## src/verilog/pusc_consts.vh

```
`ifndef PUSC_CONSTS_VH
`define PUSC_CONSTS_VH
// Register byte addresses (index times four)
`define PUSC_IDX_REF_TYPE      8'h0A
`define PUSC_ADR_REF_TYPE      10'h028
`define PUSC_ADR_STRAP_STAT    10'h040
`define PUSC_ADR_OUT_ENABLE    10'h044
`define PUSC_ADR_CLK_STAT      10'h048
// Reset values
`define PUSC_RST_REF_TYPE      8'h01
`define PUSC_RST_OUT_ENABLE    8'h00
// Strap field positions
`define PUSC_STRAP_W           6
`define PUSC_STRAP_CLK_LO      0
`define PUSC_STRAP_BRINGUP     2
`define PUSC_CLKSEL_24M576     2'h3
// Timing
`define PUSC_CLK_MHZ           100
`define PUSC_STRAP_WINDOW_MS   50
`define PUSC_STRAP_WINDOW_CYC  (`PUSC_STRAP_WINDOW_MS * 1000 * `PUSC_CLK_MHZ)
`define PUSC_POR_MIN_MS        2
`define PUSC_POR_MIN_CYC       (`PUSC_POR_MIN_MS * 1000 * `PUSC_CLK_MHZ)
`define PUSC_MON_REF_PPM       8'h00
`endif

```

## src/verilog/pusc_sync3.v

```verilog
`timescale 1ns/1ns
`include "pusc_consts.vh"
module pusc_sync3 #(
    parameter W = 1
) (
    // Clock and reset
    input  wire         core_clk,
    input  wire         rst,
    // Data
    input  wire [W-1:0] async_in,
    output reg  [W-1:0] sync_out
);
    reg [W-1:0] s1_q;
    reg [W-1:0] s2_q;
    reg [W-1:0] s3_q;
    genvar i;
    generate
        for (i = 0; i < W; i = i + 1) begin : g_bit
            always @(posedge core_clk) begin
                s1_q[i] <= async_in[i];
                s2_q[i] <= s1_q[i];
                s3_q[i] <= s2_q[i];
                // A change counts only once two late stages agree
                if (rst) begin
                    sync_out[i] <= 1'b0;
                end else if (s2_q[i] == s3_q[i]) begin
                    sync_out[i] <= s3_q[i];
                end
            end
        end
    endgenerate
endmodule // pusc_sync3

```

## src/verilog/pusc_window_timer.v

```verilog
`timescale 1ns/1ns
`include "pusc_consts.vh"
module pusc_window_timer #(
    parameter CYCLES = `PUSC_STRAP_WINDOW_CYC
) (
    // Clock and reset
    input  wire core_clk,
    input  wire rst,
    // Control
    input  wire restart,
    output reg  done
);
    localparam [31:0] LAST = CYCLES - 1;
    reg [31:0] cnt_q;
    always @(posedge core_clk) begin
        if (rst || restart) begin
            cnt_q <= 32'h0;
            done  <= 1'b0;
        end else if (!done) begin
            if (cnt_q == LAST) begin
                done <= 1'b1;
            end
            cnt_q <= cnt_q + 32'h1;
        end
    end
endmodule // pusc_window_timer

```

## src/verilog/pusc_top.v

```verilog
`timescale 1ns/1ns
`include "pusc_consts.vh"
module pusc_top #(
    parameter STRAP_WINDOW_CYC = `PUSC_STRAP_WINDOW_CYC,
    parameter NUM_OUT          = 8
) (
    // Clock and reset
    input  wire                     core_clk,
    input  wire                     rst,
    // Active-low power-on reset pin
    input  wire                     por_n,
    // General purpose pins
    input  wire [`PUSC_STRAP_W-1:0] gpio_in,
    output reg  [`PUSC_STRAP_W-1:0] gpio_out,
    output reg  [`PUSC_STRAP_W-1:0] gpio_oe,
    // Device status to the rest of the chip
    output reg  [NUM_OUT-1:0]       output_enable,
    output reg  [3:0]               reference_differential,
    output reg                      master_clk_valid,
    output reg                      strap_done,
    output reg  [7:0]               monitor_ref_ppm,
    // Wishbone slave
    input  wire                     wb_cyc_i,
    input  wire                     wb_stb_i,
    input  wire                     wb_we_i,
    input  wire [9:0]               wb_adr_i,
    input  wire [3:0]               wb_sel_i,
    input  wire [31:0]              wb_dat_i,
    output reg  [31:0]              wb_dat_o,
    output reg                      wb_ack_o,
    output reg                      wb_err_o
);
    // ------------------------------------------------------------
    // Pin synchronisation
    // ------------------------------------------------------------
    wire                     por_n_s;
    wire [`PUSC_STRAP_W-1:0] gpio_s;
    pusc_sync3 #(.W(`PUSC_STRAP_W + 1)) u_pusc_sync3 (
        .core_clk (core_clk),
        .rst      (rst),
        .async_in ({por_n, gpio_in}),
        .sync_out ({por_n_s, gpio_s})
    );

    // ------------------------------------------------------------
    // Power-on sequencer
    // ------------------------------------------------------------
    localparam [2:0] ST_HELD   = 3'h1;
    localparam [2:0] ST_WINDOW = 3'h2;
    localparam [2:0] ST_RUN    = 3'h4;
    reg  [2:0] state_q;
    reg  [2:0] state_d;
    wire       win_done;
    wire       in_reset = rst || (state_q == ST_HELD);

    // Timer restarts on every reset entry so a short glitch cannot shorten it
    pusc_window_timer #(.CYCLES(STRAP_WINDOW_CYC)) u_pusc_window_timer (
        .core_clk (core_clk),
        .rst      (rst),
        .restart  (state_q != ST_WINDOW),
        .done     (win_done)
    );

    always @* begin
        state_d = state_q;
        case (state_q)
            ST_HELD: begin
                if (por_n_s) begin
                    state_d = ST_WINDOW;
                end
            end
            ST_WINDOW: begin
                if (!por_n_s) begin
                    state_d = ST_HELD;
                end else if (win_done) begin
                    state_d = ST_RUN;
                end
            end
            ST_RUN: begin
                if (!por_n_s) begin
                    state_d = ST_HELD;
                end
            end
            default: begin
                state_d = ST_HELD;
            end
        endcase
    end

    always @(posedge core_clk) begin
        if (rst) begin
            state_q <= ST_HELD;
        end else begin
            state_q <= state_d;
        end
    end

    // ------------------------------------------------------------
    // Strap capture
    // ------------------------------------------------------------
    // Straps are caught once at window end; the pins are free afterwards
    reg  [`PUSC_STRAP_W-1:0] strap_q;
    wire                     latch_now = (state_q == ST_WINDOW) && win_done && por_n_s;
    wire                     run_now   = (state_q == ST_RUN);
    genvar                   n;

    generate
        for (n = 0; n < `PUSC_STRAP_W; n = n + 1) begin : g_strap
            always @(posedge core_clk) begin
                if (in_reset) begin
                    strap_q[n] <= 1'b0;
                end else if (latch_now) begin
                    strap_q[n] <= gpio_s[n];
                end
            end
        end
    endgenerate

    wire [1:0] clk_sel = strap_q[`PUSC_STRAP_CLK_LO+1:`PUSC_STRAP_CLK_LO];

    // ------------------------------------------------------------
    // Registers
    // ------------------------------------------------------------
    reg  [7:0]               ref_type_q;
    reg  [7:0]               out_en_q;
    reg  [`PUSC_STRAP_W-1:0] gpio_dout_q;
    reg  [`PUSC_STRAP_W-1:0] gpio_dir_q;
    reg                      hit;
    reg  [31:0]              rdata;

    // Write strobes, one per register
    wire                     wb_req      = wb_cyc_i && wb_stb_i && !wb_ack_o && !wb_err_o;
    wire                     wb_wr       = wb_req && wb_we_i && wb_sel_i[0];
    wire                     wr_ref_type = wb_wr && (wb_adr_i == `PUSC_ADR_REF_TYPE);
    wire                     wr_out_en   = wb_wr && (wb_adr_i == `PUSC_ADR_OUT_ENABLE);
    wire                     wr_gpio_dir = wr_out_en && wb_sel_i[1];
    wire                     wr_clk_stat = wb_wr && (wb_adr_i == `PUSC_ADR_CLK_STAT);

    // Read mux; an unmapped address answers with an error and reads zero
    always @* begin
        hit   = 1'b1;
        rdata = 32'h0;
        case (wb_adr_i)
            `PUSC_ADR_REF_TYPE: begin
                rdata = {24'h0, ref_type_q};
            end
            `PUSC_ADR_STRAP_STAT: begin
                rdata = {18'h0, gpio_s, 2'h0, strap_q};
            end
            `PUSC_ADR_OUT_ENABLE: begin
                rdata = {18'h0, gpio_dir_q, out_en_q};
            end
            `PUSC_ADR_CLK_STAT: begin
                rdata = {24'h0, gpio_dout_q, master_clk_valid, strap_done};
            end
            default: begin
                hit = 1'b0;
            end
        endcase
    end

    // A reset or a held power-on pin wins over a write in the same cycle
    always @(posedge core_clk) begin
        if (in_reset) begin
            ref_type_q <= `PUSC_RST_REF_TYPE;
        end else if (wr_ref_type) begin
            ref_type_q <= wb_dat_i[7:0];
        end
    end

    always @(posedge core_clk) begin
        if (in_reset) begin
            out_en_q <= `PUSC_RST_OUT_ENABLE;
        end else if (wr_out_en) begin
            out_en_q <= wb_dat_i[7:0];
        end
    end

    // Direction bits need their own byte lane so a plain enable write keeps them
    always @(posedge core_clk) begin
        if (in_reset) begin
            gpio_dir_q <= {`PUSC_STRAP_W{1'b0}};
        end else if (wr_gpio_dir) begin
            gpio_dir_q <= wb_dat_i[8+`PUSC_STRAP_W-1:8];
        end
    end

    always @(posedge core_clk) begin
        if (in_reset) begin
            gpio_dout_q <= {`PUSC_STRAP_W{1'b0}};
        end else if (wr_clk_stat) begin
            gpio_dout_q <= wb_dat_i[2+`PUSC_STRAP_W-1:2];
        end
    end

    // Bus answers one cycle after the request; ack drops the next cycle so
    // a master that is slow to release stb is not answered twice
    always @(posedge core_clk) begin
        if (rst) begin
            wb_ack_o <= 1'b0;
        end else begin
            wb_ack_o <= wb_req && hit;
        end
    end

    always @(posedge core_clk) begin
        if (rst) begin
            wb_err_o <= 1'b0;
        end else begin
            wb_err_o <= wb_req && !hit;
        end
    end

    always @(posedge core_clk) begin
        if (rst) begin
            wb_dat_o <= 32'h0;
        end else begin
            wb_dat_o <= (wb_req && hit && !wb_we_i) ? rdata : 32'h0;
        end
    end

    // ------------------------------------------------------------
    // Outputs
    // ------------------------------------------------------------
    localparam [7:0] REF_RST = `PUSC_RST_REF_TYPE;

    // Status follows the sequencer one cycle late, as every output is a flop
    always @(posedge core_clk) begin
        if (in_reset) begin
            strap_done <= 1'b0;
        end else begin
            strap_done <= run_now;
        end
    end

    always @(posedge core_clk) begin
        if (in_reset) begin
            master_clk_valid <= 1'b0;
        end else begin
            master_clk_valid <= run_now && (clk_sel == `PUSC_CLKSEL_24M576);
        end
    end

    // Master clock is the measuring reference, so its own offset is zero
    always @(posedge core_clk) begin
        if (in_reset) begin
            monitor_ref_ppm <= `PUSC_MON_REF_PPM;
        end else begin
            monitor_ref_ppm <= `PUSC_MON_REF_PPM;
        end
    end

    generate
        // Only output zero answers the bring-up strap; software cannot
        // turn it off again until the next power-on reset
        for (n = 0; n < NUM_OUT; n = n + 1) begin : g_out
            wire bringup = (n == 0) ? strap_q[`PUSC_STRAP_BRINGUP] : 1'b0;
            always @(posedge core_clk) begin
                if (in_reset) begin
                    output_enable[n] <= 1'b0;
                end else if (run_now) begin
                    output_enable[n] <= out_en_q[n] | bringup;
                end else begin
                    output_enable[n] <= 1'b0;
                end
            end
        end

        // Each reference keeps its own mode flag
        for (n = 0; n < 4; n = n + 1) begin : g_ref
            always @(posedge core_clk) begin
                if (in_reset) begin
                    reference_differential[n] <= REF_RST[n];
                end else begin
                    reference_differential[n] <= ref_type_q[n];
                end
            end
        end

        // Pins stay inputs until the window ends so straps are never fought
        for (n = 0; n < `PUSC_STRAP_W; n = n + 1) begin : g_pin
            always @(posedge core_clk) begin
                if (in_reset || !run_now) begin
                    gpio_out[n] <= 1'b0;
                    gpio_oe[n]  <= 1'b0;
                end else begin
                    gpio_out[n] <= gpio_dout_q[n];
                    gpio_oe[n]  <= gpio_dir_q[n];
                end
            end
        end
    endgenerate
endmodule // pusc_top

```

## config.mk

```make
export PLATFORM = sky130hd
export DESIGN_NAME = pusc_top
export DESIGN_NICKNAME = d
export VERILOG_FILES = /design/src/verilog/pusc_sync3.v /design/src/verilog/pusc_window_timer.v /design/src/verilog/pusc_top.v
export VERILOG_INCLUDE_DIRS = /design/src /design/src/verilog
export SDC_FILE = /design/constraint.sdc
export NUM_CORES = 1
export LEC_CHECK = 0
export BUFFER_PORTS_ARGS = -buffer_cell sky130_fd_sc_hd__buf_4
export CAP_MARGIN = 20
export CORE_UTILIZATION = 30
export CTS_CLUSTER_SIZE = 12
export DETAILED_ROUTE_END_ITERATION = 10
export GPL_ROUTABILITY_DRIVEN = 0
export PLACE_DENSITY_LB_ADDON = 0.25
export REMOVE_ABC_BUFFERS = 1
export SLEW_MARGIN = 20
export SYNTH_ARGS = -nofsm -noshare
export SYNTH_HDL_FRONTEND = slang
export SYNTH_HIERARCHICAL = 1
export SYNTH_SLANG_ARGS = --single-unit
```

## constraint.sdc

```tcl
create_clock -name core_clk -period 5.4 [get_ports core_clk]
set_input_delay 1.08 -clock core_clk [delete_from_list [all_inputs] [get_ports core_clk]]
set_output_delay 1.08 -clock core_clk [all_outputs]
set_load 0.05 [all_outputs]
```

==> flow_summary.toml, run 1 <==
[status]
run_status = "completed"

[clock_network]
clock-sinks = 140
cts-buffers-inserted = 17
clk_transition_reported_paths_ns = 0.07
clock_root_buffer = "sky130_fd_sc_hd__clkbuf_16"
insertion_delay_ns = 0.42
cts.repair.resized = 0
post_cts_setup_buffers = 0
tritoncts = "yes"
number_of_levels_the_h_tree_was_split_into = 4
hold_buffers = 0
clk_path_buf_depth = 2

[worst_setup_path]
critical_path_arrival_ns = 3.06
worst-path-max-fanout = 12
crit_path_max_incr_delay_ns = 0.74
worstPathCellList = "buf_4 > or4b_2 > nor3_2 > a22oi_1 > a21oi_1"
timing.setup.critical_path_class = "in -> reg"
path_buf_inv = 1
cp_top_family = "simple AND/OR/NAND/NOR gates"
setup.worst_path.end_class = "flop"
worst_endpoint_required_time_ns = 5.75
worst_setup_path_start_kind = "primary input"
critical-path-slowest-cell = "sky130_fd_sc_hd__nor3_2"

[placement]
place.port_buffers = 79
dp_hpwl_um = 8810
post_dp_area_um2 = 6100

[logic_synthesis]
postSynthAreaPerCell_um2 = 9.66
async_flop_share_pct = 0
synth_seq_cells = 140
synth_warnings = 6
synth_ff_type = "sky130_fd_sc_hd__dfxtp_1"
syn_area_um2 = 5430
ys_types = 63
netlist_instances = 562
synth_edf_count = 0
ys_seq_area_share_pct = 51.6

[grt]
global_route_wire_length_before_repair_um = 19400
first_global_vias = 3868
grt_antenna_before_repair = 0
grt_start_max_net_pins = 33
grt_usage_pct = 13.6
grt_remaining_overflow = 0

[timing]
unrepaired_setup_endpoints_after_global_routing = "no"
worst_slew_pin_tran_ns = 0.973
final_hold_viol_count = 0
fin_skew_ns = 0.0110
final_setup_viols = 0
max-slew-margin-rel_pct = 34.5
period_needed_ns = 2.71
final-max-slew-violation-count = 0
layout_worst_path_cycle_share_pct = 50.2
setup_total_negative_slack_ns = 0
max_freq_ghz = 0.369

[final_layout]
area_delta_synth_final_pct = 23.4
fin_area_um2 = 6700
num_antenna_cells = 0
drive_gt1_share_pct = 20.8
nNetsFinal = 696
layout_commonest_cell = "sky130_fd_sc_hd__dfxtp_1"
final_cell_mix = "140 x sky130_fd_sc_hd__dfxtp_1, 82 x sky130_fd_sc_hd__buf_4, 54 x sky130_fd_sc_hd__nand2_1, 45 x sky130_fd_sc_hd__nor2_1, 32 x sky130_fd_sc_hd__a21oi_1"

[pwr]
ir_drop_worst_case_vdd_v = 0.000216
cellLeakagePower_uw = 0.00259
power.density_nw_per_um2 = 342

[floorplanning]
die_width_um = 137
floorplan.die_area_um2 = 18600
placeableCoreArea_um2 = 17500
core.rowCount = 48
die-height_um = 137
number_of_top_level_pins = 126
floorplan.initialDensity_pct = 31.1

[routing]
wirelength_um = 12400
drt_drc_violations_left = 0
vias = 4227
drt-initial-drc-count = 356
avgRoutedWirePerCell_um = 14.1
drt.antenna.violating_nets = 0
avgViaCountPerCell = 4.83
drt-pass1-iter-count = 5

[worst_hold_path]
worst_hold_path_type = "reg -> reg"

[flow_run]
drv_cap = 0
[power by group]
part / total, µW / switching (µW) / internal (µW)
sequential: 1050 / 8.92 / 1050
clock: 1140 / 520 / 623
combinational: 92.0 / 65.2 / 26.8
[path summary, 6_finish.rpt]
path	startpoint	end	slack (ns)	cells after the start
max	wb_adr_i[5]	wb_dat_o[3]$_SDFF_PP0_	2.69	5
min	u_pusc_sync3/s1_q[1]$_DFF_P_	u_pusc_sync3/s2_q[1]$_DFF_P_	0.33	0
max reg2reg	u_pusc_window_timer/done$_SDFF_PP0_	u_pusc_window_timer/cnt_q[17]$_SDFFE_PP0N_	3.12	4
min reg2reg	u_pusc_sync3/s1_q[1]$_DFF_P_	u_pusc_sync3/s2_q[1]$_DFF_P_	0.33	0
[state kept, by name, indices dropped and copies added, names as in the netlist, 7 cells and up]
signal / cells
out_en_q: 8
output_enable: 8
ref_type_q: 8
u_pusc_sync3/s1_q: 7
u_pusc_sync3/s2_q: 7
u_pusc_sync3/s3_q: 7
u_pusc_sync3/sync_out: 7
u_pusc_window_timer/cnt_q: 32
wb_dat_o: 14
[Yosys cell counts, drive strengths merged, types with 3 or more instances]
| master | n | share of area, % |
|---|---|---|
| clkbuf | 16 | 1.3 |
| buf | 35 | 4.6 |
| or2 | 4 | 0.46 |
| a31oi | 3 | 0.35 |
| nand3b | 3 | 0.41 |
| nand2 | 55 | 3.8 |
| inv | 10 | 0.69 |
| nor3 | 5 | 0.55 |
| or4 | 9 | 1.3 |
| o21a | 3 | 0.41 |
| nor4 | 11 | 1.7 |
| xnor2 | 5 | 0.81 |
| a21oi | 32 | 3.0 |
| and2 | 26 | 3.0 |
| o31ai | 8 | 1.1 |
| dfxtp | 140 | 52 |
| a22o | 8 | 1.3 |
| nand4 | 17 | 2.2 |
| nor4b | 3 | 0.48 |
| or3 | 6 | 0.81 |
| a22oi | 9 | 1.2 |
| and4 | 4 | 0.69 |
| and3 | 4 | 0.51 |
| nor2 | 45 | 3.1 |
| mux2i | 28 | 5.2 |
| xor2 | 7 | 1.1 |
| a222oi | 5 | 0.92 |
| nand3 | 19 | 1.8 |
| o21ai | 21 | 1.9 |
[worst reg2reg max path: cells and delay by family, from the launching register on]
kind	cells	cell delay (ns)
and+or+nand+nor	3	1.64
AOI/OAI and AO/OA	1	0.15
DFF	1	0.42
[layout make-up]
cell class / count / area, µm²
Tap cell: 225 / 282
Sequential cell: 140 / 2800
Inverter: 10 / 37.5
Multi-Input combinational cell: 386 / 2370
Timing Repair Buffer: 82 / 616
Clock inverter: 15 / 166
Clock buffer: 17 / 425
Fill cell: 1766 / 10800
[through the flow]
step	instances	util, %	setup slack (ns)	power (µW)	hold slack, ns
after floorplan	536	-	2.78	1130	0.310
after CTS	875	38.3	2.74	2320	0.330
after global routing	875	38.3	2.61	2380	0.333
final	875	38.3	2.69	2290	0.328
after detailed placement	843	34.9	2.28	1170	0.313
after global placement	843	34.9	2.29	1170	0.313
[cell families after synthesis]
family	count (synthesis)	share of synthesized area [%]
AOI/OAI and AO/OA	96	11.4
DFF	140	51.6
other	1	0.0691
buffers and inverters	61	6.62
muxes	28	5.16
adders and majority gates	1	0.230
xor gates and xnor gates	12	1.94
and+or+nand+nor	223	22.9
[layer usage]
metal / vias to the layer above / GRT usage (%) / part of all wire, %
met4: 0 / 6.36 / 1.5
met1: 1967 / 17.8 / 48
met3: 16 / 3.85 / 5.3
met5: - / 0 / 0
li1: 2116 / - / -
met2: 128 / 20.7 / 45
Note: power is estimated with default switching activity, not from simulation.
==> inputs of run 2 (changes only) <==
==> constraint.sdc (replaced) <==
create_clock -name core_clk -period 2.35 [get_ports core_clk]
set_input_delay 0.47 -clock core_clk [delete_from_list [all_inputs] [get_ports core_clk]]
set_output_delay 0.47 -clock core_clk [all_outputs]
set_load 0.05 [all_outputs]
==> flow_summary.toml, run 2 (synthesized netlist as in run 1, its figures left out) <==
[grt]
grt_start_max_net_pins = 33
first_global_vias = 3889
grt_antenna_before_repair = 0
grt_usage_pct = 13.7
grt_remaining_overflow = 0
global_route_wire_length_before_repair_um = 19400

[floorplanning]
floorplan.die_area_um2 = 18600
number_of_top_level_pins = 126
core.rowCount = 48
die-height_um = 137
die_width_um = 137
placeableCoreArea_um2 = 17500
floorplan.initialDensity_pct = 31.1

[clock_network]
insertion_delay_ns = 0.42
hold_buffers = 0
clk_transition_reported_paths_ns = 0.06
cts-buffers-inserted = 17
clock-sinks = 140
tritoncts = "yes"
clock_root_buffer = "sky130_fd_sc_hd__clkbuf_16"
post_cts_setup_buffers = 0
number_of_levels_the_h_tree_was_split_into = 4
clk_path_buf_depth = 2
cts.repair.resized = 0

[timing]
final_setup_viols = 0
max-slew-margin-rel_pct = 57.2
whs_ns = 0.152
setup_total_negative_slack_ns = 0
worst_slew_pin_tran_ns = 0.636
unrepaired_setup_endpoints_after_global_routing = "no"
final_hold_viol_count = 0
postLayoutSetupSlackWorst_ns = 0.421
fin_skew_ns = 0.00577
layout_worst_path_cycle_share_pct = 82.1
period_needed_ns = 1.93
max_freq_ghz = 0.518
final-max-slew-violation-count = 0

[pwr]
cell_internal_pwr_uw = 4040
p_sw_uw = 1250
ir_drop_worst_case_vdd_v = 0.000492
power_switching_share_pct = 23.7
seq_power_share_pct = 45.8
clock_power_share_pct = 50.2
p_comb_share_pct = 4.0
cellLeakagePower_uw = 0.00263
power.density_nw_per_um2 = 782

[routing]
drt-initial-drc-count = 386
vias = 4286
drt-pass1-iter-count = 7
avgViaCountPerCell = 4.85
drt.antenna.violating_nets = 0
wirelength_um = 12600
drt_drc_violations_left = 0
avgRoutedWirePerCell_um = 14.3

[status]
run_status = "completed"

[worst_setup_path]
worst_setup_path_start_kind = "flop"
critical-path-slowest-cell = "sky130_fd_sc_hd__or3_4"
worst_endpoint_required_time_ns = 2.68
path_buf_inv = 0
setup.worst_path.end_class = "flop"
cp_top_family = "simple AND/OR/NAND/NOR gates"
timing.setup.critical_path_class = "reg -> reg"
critical_path_arrival_ns = 2.26
worstPathCellList = "nand4_4 > or3_4 > or4_1 > a21oi_1"
crit_path_max_incr_delay_ns = 0.49
worst-path-max-fanout = 12

[final_layout]
final.fill_count = 1768
num_antenna_cells = 0
area_delta_synth_final_pct = 24.5
final_cell_mix = "140 x sky130_fd_sc_hd__dfxtp_1, 90 x sky130_fd_sc_hd__buf_4, 54 x sky130_fd_sc_hd__nand2_1, 45 x sky130_fd_sc_hd__nor2_1, 32 x sky130_fd_sc_hd__a21oi_1"
largest_register_by_flop_count = "u_pusc_window_timer/cnt_q"
nNetsFinal = 704
largest_register_ff_count = 32
drive_gt1_share_pct = 21.7
layout_commonest_cell = "sky130_fd_sc_hd__dfxtp_1"
largestRegisters = "u_pusc_window_timer/cnt_q (32), wb_dat_o (14)"
finish.utilization_pct = 38.7
final-instance-count-excl-fill = 883

[placement]
place.port_buffers = 79
dp_hpwl_um = 8860
post-place-cells = 851
minimum_setup_slack_after_placement_ns = 0.288

[worst_hold_path]
worst_hold_path_type = "in -> reg"

[flow_run]
drv_cap = 0
==> run 2: cell types whose count changed in the layout (fill, tap and decap cells not counted) <==
cell	before	now
sky130_fd_sc_hd__buf_4	82	90
sky130_fd_sc_hd__clkbuf_8	0	3
sky130_fd_sc_hd__clkinv_4	1	4
sky130_fd_sc_hd__clkinv_8	3	0
sky130_fd_sc_hd__inv_6	6	3
sky130_fd_sc_hd__inv_8	5	2
sky130_fd_sc_hd__clkinvlp_4	0	2
sky130_fd_sc_hd__bufinv_16	0	1
==> run 2: final cells by class <==
| type | count | area, µm² | area share, % |
|---|---|---|---|
| clock buffers | 20 | 467 | 6.90 |
| repair buffers | 90 | 676 | 10.0 |
| well taps | 225 | 282 | 4.17 |
| clock inverters | 12 | 129 | 1.91 |
| flip-flops and latches | 140 | 2800 | 41.5 |
| multi-input cells | 386 | 2370 | 35.0 |
| inverters | 10 | 37.5 | 0.555 |
==> run 2: worst register-to-register path, stage by stage (launching register included) <==
cell and delay (ns):
sky130_fd_sc_hd__dfxtp_1 0.48, sky130_fd_sc_hd__nand4_4 0.18, sky130_fd_sc_hd__or3_4 0.50, sky130_fd_sc_hd__or4_1 0.49, sky130_fd_sc_hd__a21oi_1 0.20
==> run 2: power groups by stage <==
stage,registers (µW),clock network [µW],logic (µW)
floorplan,2470,0,133
global placement,2470,0,207
detailed placement,2480,0,210
CTS,2420,2710,210
global route,2430,2820,224
finish,2420,2650,211
==> run 2: per-stage QoR <==
| stage | area, µm² | power [µW] |
|---|---|---|
| 2_1_floorplan | 5200 | 2600 |
| 6_report | 6760 | 5290 |
| 4_1_cts | 6760 | 5340 |
| 3_5_place_dp | 6160 | 2690 |
| 5_1_grt | 6760 | 5470 |
| 3_3_place_gp | 6160 | 2680 |
==> run 2: final timing paths <==
kind	slack [ns]	endpoint	depth (start not counted)	start
min	0.15	u_pusc_sync3/s1_q[1]$_DFF_P_	1	gpio_in[1]
max reg2reg	0.42	u_pusc_window_timer/cnt_q[29]$_SDFFE_PP0N_	4	u_pusc_window_timer/cnt_q[12]$_SDFFE_PP0N_
min reg2reg	0.33	u_pusc_sync3/s2_q[5]$_DFF_P_	0	u_pusc_sync3/s1_q[5]$_DFF_P_
max	0.42	u_pusc_window_timer/cnt_q[29]$_SDFFE_PP0N_	4	u_pusc_window_timer/cnt_q[12]$_SDFFE_PP0N_
==> run 2: routing by layer <==
layer	part of all wire, %	up-vias	wire, µm	GRT usage, %
met5	0	-	0	0
met4	1.5	0	191	6.30
met3	4.6	17	585	3.33
met2	46	130	5770	21.3
met1	48	2007	6040	17.7
li1	-	2132	-	-
